`config.mk`:
```
export PLATFORM = sky130hd
export DESIGN_NAME = ccs_clock_ctrl
export DESIGN_NICKNAME = d
export VERILOG_FILES = /design/src/hdl/ccs_pkg.sv /design/src/hdl/ccs_clock_ctrl.sv
export SDC_FILE = /design/constraint.sdc
export NUM_CORES = 1
export LEC_CHECK = 0
export BUFFER_PORTS_ARGS = -buffer_cell sky130_fd_sc_hd__buf_4
export CORE_ASPECT_RATIO = 1.2
export CORE_MARGIN = 2
export CORE_UTILIZATION = 47
export DETAILED_ROUTE_END_ITERATION = 7
export GPL_TIMING_DRIVEN = 0
export PLACE_DENSITY = 0.84
export RECOVER_POWER = 25
export SYNTH_ARGS = -nofsm -noshare
export SYNTH_HDL_FRONTEND = slang
export SYNTH_SLANG_ARGS = --single-unit
```
`constraint.sdc`:
```
create_clock -name core_clk -period 1.8 [get_ports core_clk]
set_input_delay 0 -clock core_clk [delete_from_list [all_inputs] [get_ports core_clk]]
set_output_delay 0 -clock core_clk [all_outputs]
set_load 0.05 [all_outputs]
```
`src/hdl/ccs_pkg.sv`:
```
/*
 * Constants for the CPU clock select control block: register addresses,
 * field positions, writable masks, reset values and divider figures.
 * Assumes an 8-bit CPU with a 16-bit special-function-register space.
 */
package ccs_pkg;

	////////////////////////////////////////////////////////////////////////////
	// Register addresses in the CPU memory map
	localparam logic [15:0] CCS_ADDR_SUBOSC_MODE = 16'hFFF0;
	localparam logic [15:0] CCS_ADDR_SUBCLOCK_SELECT = 16'hFFF2;
	localparam logic [15:0] CCS_ADDR_PROC_CLK_CTRL = 16'hFFFB;

	////////////////////////////////////////////////////////////////////////////
	// Reset values
	localparam logic [7:0] CCS_RST_PROC_CLK_CTRL = 8'h02;
	localparam logic [7:0] CCS_RST_SUBOSC_MODE = 8'h00;
	localparam logic [7:0] CCS_RST_SUBCLOCK_SELECT = 8'h00;

	////////////////////////////////////////////////////////////////////////////
	// Field positions
	localparam int CCS_MAIN_OSC_STOP_BIT = 7;
	localparam int CCS_CPU_DIV_SELECT_BIT = 1;
	localparam int CCS_FB_RES_DISABLE_BIT = 1;
	localparam int CCS_SUB_OSC_STOP_BIT = 0;
	localparam int CCS_CLOCK_SOURCE_STATUS_BIT = 5;
	localparam int CCS_SUB_SELECT_BIT = 4;

	// Bits that software may change; the rest are stored as zero
	localparam logic [7:0] CCS_WMASK_PROC_CLK_CTRL = 8'h82;
	localparam logic [7:0] CCS_WMASK_SUBOSC_MODE = 8'h03;
	localparam logic [7:0] CCS_WMASK_SUBCLOCK_SELECT = 8'h10;

	////////////////////////////////////////////////////////////////////////////
	// Dividers and oscillation stabilization
	localparam logic [1:0] CCS_MAIN_DIV_LAST = 2'h3;
	localparam int CCS_STAB_LOG2 = 15;
	localparam int CCS_STAB_TICKS = 2 ** CCS_STAB_LOG2;

	////////////////////////////////////////////////////////////////////////////
	// Types
	typedef enum logic [1:0] {
		CCS_SRC_MAIN_FULL,
		CCS_SRC_MAIN_DIV4,
		CCS_SRC_SUB_HALF
	} ccs_src_e;

	typedef enum logic {
		CCS_ST_STAB,
		CCS_ST_RUN
	} ccs_state_e;

endpackage

```
`src/hdl/ccs_clock_ctrl.sv`:
```
/*
 * CPU clock select control: three byte-wide control registers written by
 * CPU memory instructions (byte or single-bit), oscillator enables, the
 * CPU, peripheral and watch clock enables, and the post-reset wait.
 * Assumes main_osc_tick and sub_osc_tick are one-cycle enables made on
 * core_clk by the oscillator front end, and stop_mode comes from the CPU
 * on the same clock, so none of them is synchronised here.
 */
`timescale 1ns/1ps

module ccs_clock_ctrl
	import ccs_pkg::*;
#(
	parameter int STAB_TICKS = CCS_STAB_TICKS
) (
	input wire logic core_clk,
	input wire logic rst,
	input wire logic [15:0] cpu_addr,
	input wire logic cpu_wr,
	input wire logic [7:0] cpu_wdata,
	input wire logic cpu_bit_wr,
	input wire logic [2:0] cpu_bit_idx,
	input wire logic cpu_bit_val,
	input wire logic cpu_rd,
	output logic [7:0] cpu_rdata,
	output logic cpu_rd_valid,
	input wire logic stop_mode,
	input wire logic main_osc_tick,
	input wire logic sub_osc_tick,
	output logic main_osc_en,
	output logic sub_osc_en,
	output logic fb_res_en,
	output logic cpu_clk_en,
	output logic periph_clk_en,
	output logic watch_clk_en,
	output logic cpu_run,
	output logic cpu_on_sub
);

	localparam int STAB_W = $clog2(STAB_TICKS + 1);
	localparam logic [STAB_W-1:0] STAB_LAST = STAB_W'(STAB_TICKS - 1);

	if (STAB_TICKS < 1) begin : g_bad_stab
		$error("STAB_TICKS must be at least one");
	end

	////////////////////////////////////////////////////////////////////////////
	// Register storage and state
	logic [7:0] pclk_q;
	logic [7:0] pclk_d;
	logic [7:0] subm_q;
	logic [7:0] subm_d;
	logic [7:0] csel_q;
	logic [7:0] csel_d;
	ccs_src_e src_q;
	ccs_src_e src_d;
	ccs_state_e state_q;
	ccs_state_e state_d;
	logic [STAB_W-1:0] stab_cnt_q;
	logic [STAB_W-1:0] stab_cnt_d;
	logic [1:0] div_cnt_q;
	logic [1:0] div_cnt_d;
	logic sub_ph_q;
	logic sub_ph_d;
	logic [7:0] rdata_d;

	////////////////////////////////////////////////////////////////////////////
	// Address decode and write data
	wire logic hit_pclk = (cpu_addr == CCS_ADDR_PROC_CLK_CTRL);
	wire logic hit_subm = (cpu_addr == CCS_ADDR_SUBOSC_MODE);
	wire logic hit_csel = (cpu_addr == CCS_ADDR_SUBCLOCK_SELECT);
	wire logic wr_any = cpu_wr | cpu_bit_wr;
	wire logic [7:0] bit_mask = 8'h01 << cpu_bit_idx;

	// One write enable per register keeps the next-value muxes plain
	wire logic pclk_we = wr_any & hit_pclk;
	wire logic subm_we = wr_any & hit_subm;
	wire logic csel_we = wr_any & hit_csel;

	// Status is composed live so that software reads the actual source
	wire logic status_now = (src_q == CCS_SRC_SUB_HALF);
	wire logic [7:0] status_img = {7'h00, status_now} << CCS_CLOCK_SOURCE_STATUS_BIT;
	wire logic [7:0] csel_view = csel_q | status_img;

	// A bit write is a read-modify-write of the current image
	wire logic [7:0] pclk_set = pclk_q | bit_mask;
	wire logic [7:0] pclk_clr = pclk_q & ~bit_mask;
	wire logic [7:0] subm_set = subm_q | bit_mask;
	wire logic [7:0] subm_clr = subm_q & ~bit_mask;
	wire logic [7:0] csel_set = csel_view | bit_mask;
	wire logic [7:0] csel_clr = csel_view & ~bit_mask;
	wire logic [7:0] pclk_bit = cpu_bit_val ? pclk_set : pclk_clr;
	wire logic [7:0] subm_bit = cpu_bit_val ? subm_set : subm_clr;
	wire logic [7:0] csel_bit = cpu_bit_val ? csel_set : csel_clr;
	wire logic [7:0] pclk_wval = cpu_bit_wr ? pclk_bit : cpu_wdata;
	wire logic [7:0] subm_wval = cpu_bit_wr ? subm_bit : cpu_wdata;
	wire logic [7:0] csel_wval = cpu_bit_wr ? csel_bit : cpu_wdata;

	// Masking keeps reserved bits at zero even if software ignores them
	assign pclk_d = pclk_we ? (pclk_wval & CCS_WMASK_PROC_CLK_CTRL) : pclk_q;
	assign subm_d = subm_we ? (subm_wval & CCS_WMASK_SUBOSC_MODE) : subm_q;
	// The status bit is outside the write mask, so writes cannot touch it
	assign csel_d = csel_we ? (csel_wval & CCS_WMASK_SUBCLOCK_SELECT) : csel_q;

	assign rdata_d = hit_pclk ? pclk_q :
		hit_subm ? subm_q :
		hit_csel ? csel_view :
		8'h00;

	////////////////////////////////////////////////////////////////////////////
	// Oscillator controls
	wire logic main_stop_bit = pclk_q[CCS_MAIN_OSC_STOP_BIT];
	wire logic cpu_div_select = pclk_q[CCS_CPU_DIV_SELECT_BIT];
	wire logic sub_osc_stop = subm_q[CCS_SUB_OSC_STOP_BIT];
	wire logic fb_res_disable = subm_q[CCS_FB_RES_DISABLE_BIT];
	wire logic sub_select = csel_q[CCS_SUB_SELECT_BIT];

	// Software is trusted to set main_osc_stop only when on the subclock
	wire logic main_en_d = ~main_stop_bit & ~stop_mode;
	// The STOP instruction leaves the subsystem oscillator alone
	wire logic sub_en_d = ~sub_osc_stop;
	wire logic fb_en_d = ~fb_res_disable;

	wire logic main_tick_ok = main_osc_tick & main_osc_en;
	wire logic sub_tick_ok = sub_osc_tick & sub_osc_en;

	////////////////////////////////////////////////////////////////////////////
	// CPU clock source selection
	wire ccs_src_e req_src = sub_select ? CCS_SRC_SUB_HALF :
		(cpu_div_select ? CCS_SRC_MAIN_DIV4 : CCS_SRC_MAIN_FULL);

	wire logic pulse_full = main_tick_ok;
	wire logic pulse_div4 = main_tick_ok & (div_cnt_q == CCS_MAIN_DIV_LAST);
	wire logic pulse_half = sub_tick_ok & sub_ph_q;

	wire logic cur_pulse = (src_q == CCS_SRC_SUB_HALF) ? pulse_half :
		(src_q == CCS_SRC_MAIN_DIV4) ? pulse_div4 :
		pulse_full;

	// A dead source gives no pulses, so leaving it cannot glitch either
	wire logic old_alive = (src_q == CCS_SRC_SUB_HALF) ? sub_osc_en : main_osc_en;
	wire logic switch_now = (req_src != src_q) & (cur_pulse | ~old_alive);

	assign src_d = switch_now ? req_src : src_q;

	// Dividers restart on a switch so the first new period is full length
	assign div_cnt_d = switch_now ? 2'h0 :
		(main_tick_ok ? div_cnt_q + 2'h1 : div_cnt_q);
	assign sub_ph_d = switch_now ? 1'b0 :
		(sub_tick_ok ? ~sub_ph_q : sub_ph_q);

	////////////////////////////////////////////////////////////////////////////
	// Oscillation stabilization after reset
	always_comb begin
		state_d = state_q;
		stab_cnt_d = stab_cnt_q;
		case (state_q)
			CCS_ST_STAB: begin
				if (main_tick_ok) begin
					if (stab_cnt_q == STAB_LAST) begin
						state_d = CCS_ST_RUN;
					end else begin
						stab_cnt_d = stab_cnt_q + STAB_W'(1);
					end
				end
			end
			CCS_ST_RUN: begin
				stab_cnt_d = stab_cnt_q;
			end
			default: begin
				state_d = CCS_ST_STAB;
				stab_cnt_d = '0;
			end
		endcase
	end

	////////////////////////////////////////////////////////////////////////////
	// Registers
	always_ff @(posedge core_clk) begin
		if (rst) begin
			pclk_q <= CCS_RST_PROC_CLK_CTRL;
		end else begin
			pclk_q <= pclk_d;
		end
	end

	always_ff @(posedge core_clk) begin
		if (rst) begin
			subm_q <= CCS_RST_SUBOSC_MODE;
		end else begin
			subm_q <= subm_d;
		end
	end

	always_ff @(posedge core_clk) begin
		if (rst) begin
			csel_q <= CCS_RST_SUBCLOCK_SELECT;
		end else begin
			csel_q <= csel_d;
		end
	end

	always_ff @(posedge core_clk) begin
		if (rst) begin
			src_q <= CCS_SRC_MAIN_DIV4;
			div_cnt_q <= 2'h0;
			sub_ph_q <= 1'b0;
		end else begin
			src_q <= src_d;
			div_cnt_q <= div_cnt_d;
			sub_ph_q <= sub_ph_d;
		end
	end

	always_ff @(posedge core_clk) begin
		if (rst) begin
			state_q <= CCS_ST_STAB;
			stab_cnt_q <= '0;
		end else begin
			state_q <= state_d;
			stab_cnt_q <= stab_cnt_d;
		end
	end

	// Main oscillator stays off through reset
	// Limitation: no settling wait follows a restart; software must time it
	always_ff @(posedge core_clk) begin
		if (rst) begin
			main_osc_en <= 1'b0;
		end else begin
			main_osc_en <= main_en_d;
		end
	end

	always_ff @(posedge core_clk) begin
		if (rst) begin
			sub_osc_en <= 1'b1;
			fb_res_en <= 1'b1;
		end else begin
			sub_osc_en <= sub_en_d;
			fb_res_en <= fb_en_d;
		end
	end

	// Clock enables; the CPU sees none until stabilization is over
	always_ff @(posedge core_clk) begin
		if (rst) begin
			cpu_clk_en <= 1'b0;
			cpu_run <= 1'b0;
			cpu_on_sub <= 1'b0;
		end else begin
			cpu_clk_en <= cur_pulse & (state_q == CCS_ST_RUN);
			cpu_run <= (state_d == CCS_ST_RUN);
			cpu_on_sub <= (src_d == CCS_SRC_SUB_HALF);
		end
	end

	// Peripherals run from the main oscillator only, the watch clock from sub
	always_ff @(posedge core_clk) begin
		if (rst) begin
			periph_clk_en <= 1'b0;
			watch_clk_en <= 1'b0;
		end else begin
			periph_clk_en <= main_tick_ok;
			watch_clk_en <= sub_tick_ok;
		end
	end

	// Read port
	always_ff @(posedge core_clk) begin
		if (rst) begin
			cpu_rdata <= 8'h00;
			cpu_rd_valid <= 1'b0;
		end else begin
			cpu_rdata <= cpu_rd ? rdata_d : cpu_rdata;
			cpu_rd_valid <= cpu_rd;
		end
	end

endmodule

```
==> impl_metrics.json, run 1 <==
{
  "drc": 0,
  "maxCapViolCount": 0,
  "cts_buffers": 5,
  "post_drt_wl_per_cell_um": 14.2,
  "worst_slew_pin_slew_ps": 879,
  "grt_pass1_wl_um": 8090,
  "synth-adder-area-share_pct": 1.21,
  "path_max_fanout": 10,
  "ant_nets": 0,
  "htree_levels": 2,
  "vias": 2007,
  "rsz0062_at_grt": "yes",
  "cts_root_buf": "clkbuf_8",
  "finalWorstSetupSlack_ps": 46.6,
  "diodes": 0,
  "worst_setup_path_start_kind": "flop",
  "area_growth_pct": 29.5,
  "async_flop_share_pct": 0,
  "hpwl_um": 3540,
  "synth-simple-area-share_pct": 32.0,
  "finClkSkew_ps": 6.31,
  "synth_area_um2": 2070,
  "clk_path_buf_depth": 2,
  "grt_pass1_vias": 1843,
  "grt_max_degree": 13,
  "gp_congestion": 0.815,
  "synth_top_flop_cell": "dfxtp_1",
  "whs_ps": 12.2,
  "rows": 26,
  "layout_commonest_cell": "buf_4",
  "gr-usage-all-layers_pct": 20.3,
  "initial_utilization_pct": 48.9,
  "dieArea_um2": 4950,
  "drive_gt1_share_pct": 27.4,
  "period_share_pct": 97.4,
  "viasPerCell": 5.65,
  "gr-total-overflow": 0,
  "synth-edff-count": 0,
  "fmax_mhz": 570,
  "synth_xor_area_share_pct": 1.27,
  "port_buffers": 45,
  "die_x_um": 64.6,
  "ys_warn_count": 0,
  "cts_tree": "built",
  "cts_sinks": 40,
  "ios": 53,
  "coreArea_um2": 4230,
  "worstPathArrival_ps": 1940,
  "antenna_found_initial": 0,
  "timing_max_transition_violations_final": 0,
  "critPathRequiredTime_ps": 1980,
  "die_y_um": 76.7,
  "crit_type": "flop to flop",
  "slew_headroom_pct": 40.8,
  "synth_compound_area_share_pct": 15.8,
  "tns_ps": 0,
  "final_cell_mix": "buf_4 (41), dfxtp_1 (33), nor2_1 (23)",
  "vdd_ir_drop_max_mv": 0.363,
  "fin_nets": 336,
  "ys_seq_area_share_pct": 38.7,
  "drt_first_pass_iters": 4,
  "syn_area_per_cell_um2": 8.65,
  "min_period_ps": 1750,
  "synth_top_family_by_area": "simple AND/OR/NAND/NOR gates",
  "p_leak_nw": 1.01,
  "drtIter0Drc": 169,
  "outcome": "finished clean",
  "hold_violations": 0,
  "clkTransAtPathRegs_ps": 80,
  "setup_violations": 0,
  "end_kind": "flop",
  "pwr_density_cell_nw_per_um2": 683,
  "pre_cts_slack_ps": -183,
  "finalPower_mw": 1.83,
  "insertion_delay_ps": 290,
  "min_path_type": "input port to flop",
  "synth-seq-cells": 40,
  "syn_inst": 239,
  "routed_wl_um": 5030,
  "synth_cell_types": 50,
  "synth_mux_area_share_pct": 7.38
}
power by group:
part | switching, mW | internal (mW)
sequential | 0.00988 | 0.895
combinational | 0.114 | 0.0927
clock | 0.304 | 0.411
layout make-up:
cell class	instances	area (um2)
clock buffer	6	72.6
tap	56	70.1
fill	373	1550
sequential	40	812
multi-input combinational	185	1270
buffer	10	48.8
inverter	5	18.8
timing repair buffer	51	354
clock inverter	2	35.0
worst paths after layout:
kind | cells past startpoint | start | slack, ps | end
setup / recovery | 4 | stab_cnt_q[4] | 50 | stab_cnt_q[0]
hold / removal | 3 | sub_osc_tick | 10 | watch_clk_en
setup reg to reg | 4 | stab_cnt_q[4] | 50 | stab_cnt_q[0]
hold reg to reg | 1 | flop | 440 | fb_res_en
synthesized netlist by cell type, types with 3 or more instances:
cell	instances	area share (%)
clkbuf_1	6	1.1
nand3_1	11	2.7
buf_4	3	1.1
nand2b_1	10	3.0
and3_1	4	1.2
mux2_2	10	5.4
nor3_1	7	1.7
nand2_1	9	1.6
mux2i_1	4	1.9
nor4_1	6	1.8
dfxtp_1	40	39
or4_1	4	1.5
a211oi_1	7	2.5
a21oi_1	13	3.1
nor2_1	23	4.2
o21ai_0	6	1.5
nand4_1	8	2.4
nor2b_1	18	5.4
a31oi_1	4	1.2
inv_1	5	0.91
worst max-delay path, cell delays in order, from the launching register on:
cell     delay, ps
dfxtp_2        380
nand3_4        120
nor3_2         610
a21oi_1        220
mux2_2         320
timing repair:
item,in CTS,in global routing
buffers inserted,2,2
gates resized for setup,4,14
hold buffers,2,0
endpoints found under the hold margin,2,0
pin swaps,2,1
endpoints found under the setup margin,7,15
kinds of logic (layout without fill, tap and decap cells):
group	after synthesis	in the layout
buffers and inverters	16	74
and+or+nand+nor	115	115
DFF	40	40
adders and majority gates	2	2
muxes	14	14
other	1	3
xor gates and xnor gates	3	3
AOI/OAI and AO/OA	48	48
metrics by stage:
step / area (um2) / util [%] / std cells
final: 2680 / 63.3 / 355
after global routing: 2680 / 63.3 / 355
after CTS: 2650 / 62.7 / 353
after detailed placement: 2490 / 58.9 / 342
after global placement: 2490 / 58.9 / 342
after floorplan: 2080 / - / 241
per-layer routing:
metal	share of wire [%]	global-route usage, %
met1	40	25.2
met2	51	35.0
met3	7.1	2.93
met4	1.7	8.30
met5	0	0
Power figures use the tool's default switching activity.
==> inputs of run 2 (changes only) <==
Settings changed: CAP_MARGIN set to 20, PLACE_DENSITY 0.84 to 0.77.
==> run 2 against run 1 <==
Non-clock buffer count unchanged. Total power decreased by 5.5%. Sequential power about the same. Sequential share of layout area increased by 0.13 points. Maximum frequency increased by 0.53%. Register-to-register slack about the same. Wire length decreased by 4.9%. Critical endpoint is now stab_cnt_q[13].
==> impl_metrics.json, run 2 (synthesized netlist as in run 1, its figures left out) <==
{
  "finClkSkew_ps": 3.58,
  "outcome": "finished clean",
  "worstPathArrival_ps": 1930,
  "die_x_um": 64.6,
  "diodes": 0,
  "rows": 26,
  "drive_gt1_share_pct": 26.1,
  "cts_buffers": 5,
  "fmax_mhz": 573,
  "whs_ps": 40.0,
  "crit_type": "flop to flop",
  "placed_area_um2": 2490,
  "antenna_found_initial": 0,
  "grt_use_met1_pct": 23.1,
  "pwr_density_cell_nw_per_um2": 651,
  "period_share_pct": 96.9,
  "pre_cts_slack_ps": -164,
  "layout_commonest_cell": "buf_4",
  "hpwl_um": 3430,
  "vias": 1994,
  "p_leak_nw": 1.03,
  "path_max_fanout": 8,
  "finalWorstSetupSlack_ps": 55.8,
  "die_y_um": 76.7,
  "grt_pass1_wl_um": 7890,
  "setup_violations": 0,
  "end_kind": "flop",
  "worst_slew_pin_slew_ps": 883,
  "htree_levels": 2,
  "slew_headroom_pct": 40.6,
  "drc": 0,
  "insertion_delay_ps": 290,
  "dieArea_um2": 4950,
  "maxCapViolCount": 0,
  "clk_path_buf_depth": 2,
  "final_cell_mix": "buf_4 (42), dfxtp_1 (36), nor2_1 (23)",
  "clkTransAtPathRegs_ps": 80,
  "worst_setup_path_start_kind": "flop",
  "top_usage_layer": "met2",
  "area_growth_pct": 28.3,
  "finalInstanceArea_um2": 2650,
  "gr-total-overflow": 0,
  "hold_violations": 0,
  "fin_nets": 336,
  "coreArea_um2": 4230,
  "met3_usage_pct": 4.55,
  "min_period_ps": 1740,
  "gr-usage-all-layers_pct": 19.8,
  "initial_utilization_pct": 48.9,
  "cts_tree": "built",
  "viasPerCell": 5.62,
  "gp_congestion": 0.848,
  "drtIter0Drc": 96,
  "min_path_type": "input port to flop",
  "port_buffers": 45,
  "grt_max_degree": 13,
  "critPathRequiredTime_ps": 1990,
  "finalCoreUtilization_pct": 62.8,
  "cts_root_buf": "clkbuf_8",
  "post_drt_wl_per_cell_um": 13.5,
  "ant_nets": 0,
  "cts_sinks": 40,
  "dp_cells": 342,
  "final_cells": 355,
  "ios": 53,
  "drt_first_pass_iters": 4,
  "rsz0062_at_grt": "yes",
  "grt_pass1_vias": 1844,
  "vdd_ir_drop_max_mv": 0.347,
  "routed_wl_um": 4780,
  "timing_max_transition_violations_final": 0,
  "grt_use_met2_pct": 35.0
}
run 2: path summary, 6_finish.rpt:
kind                 start             end  slack (ps)  cells after the start
max          stab_cnt_q[5]  stab_cnt_q[13]          60                      4
min          main_osc_tick         cpu_run          40                      3
max reg2reg  stab_cnt_q[5]  stab_cnt_q[13]          60                      4
min reg2reg           flop       fb_res_en         420                      1
run 2: routing by layer:
layer,vias to the layer above,part of all wire (%),routed length [um]
met5,-,0,0
met4,0,1.5,72
met3,5,5.2,247
met2,49,50,2410
met1,939,43,2050
li1,1001,-,-
run 2: timing repair:
action                                 in CTS  in global routing
hold buffers                                3                  0
gates resized for setup                     5                  7
endpoints found under the hold margin       3                  0
setup buffers                               2                  1
setup endpoints to repair                   7                 16
pin swaps                                   1                  2
run 2: power breakdown:
group / leakage, nW / internal [mW] / switching (mW)
sequential: 0.326 / 0.896 / 0.0104
clock: 0.0510 / 0.306 / 0.307
combinational: 0.649 / 0.0939 / 0.115
total: 1.03 / 1.30 / 0.432
run 2: cell type report:
type                       count  area [um2]
clock inverter                 2        10.0
multi-input combinational    185        1260
sequential                    40         808
fill                         398        1580
buffer                        10        48.8
tap                           56        70.1
clock buffer                   6        82.6
inverter                       5        18.8
timing repair buffer          51         357
run 2: through the flow:
stage	power, mW	TNS (ps)
2_1_floorplan	1.04	-1.85
3_3_place_gp	1.13	-426
3_5_place_dp	1.13	-586
4_1_cts	1.74	0
5_1_grt	1.79	-94.6
6_report	1.73	0
run 2: critical path, cell delays in order, from the launching register on:
cell and delay (ps):
dfxtp_1 380, nand3_2 170, or3_4 460, nor4_2 280, mux2_2 360
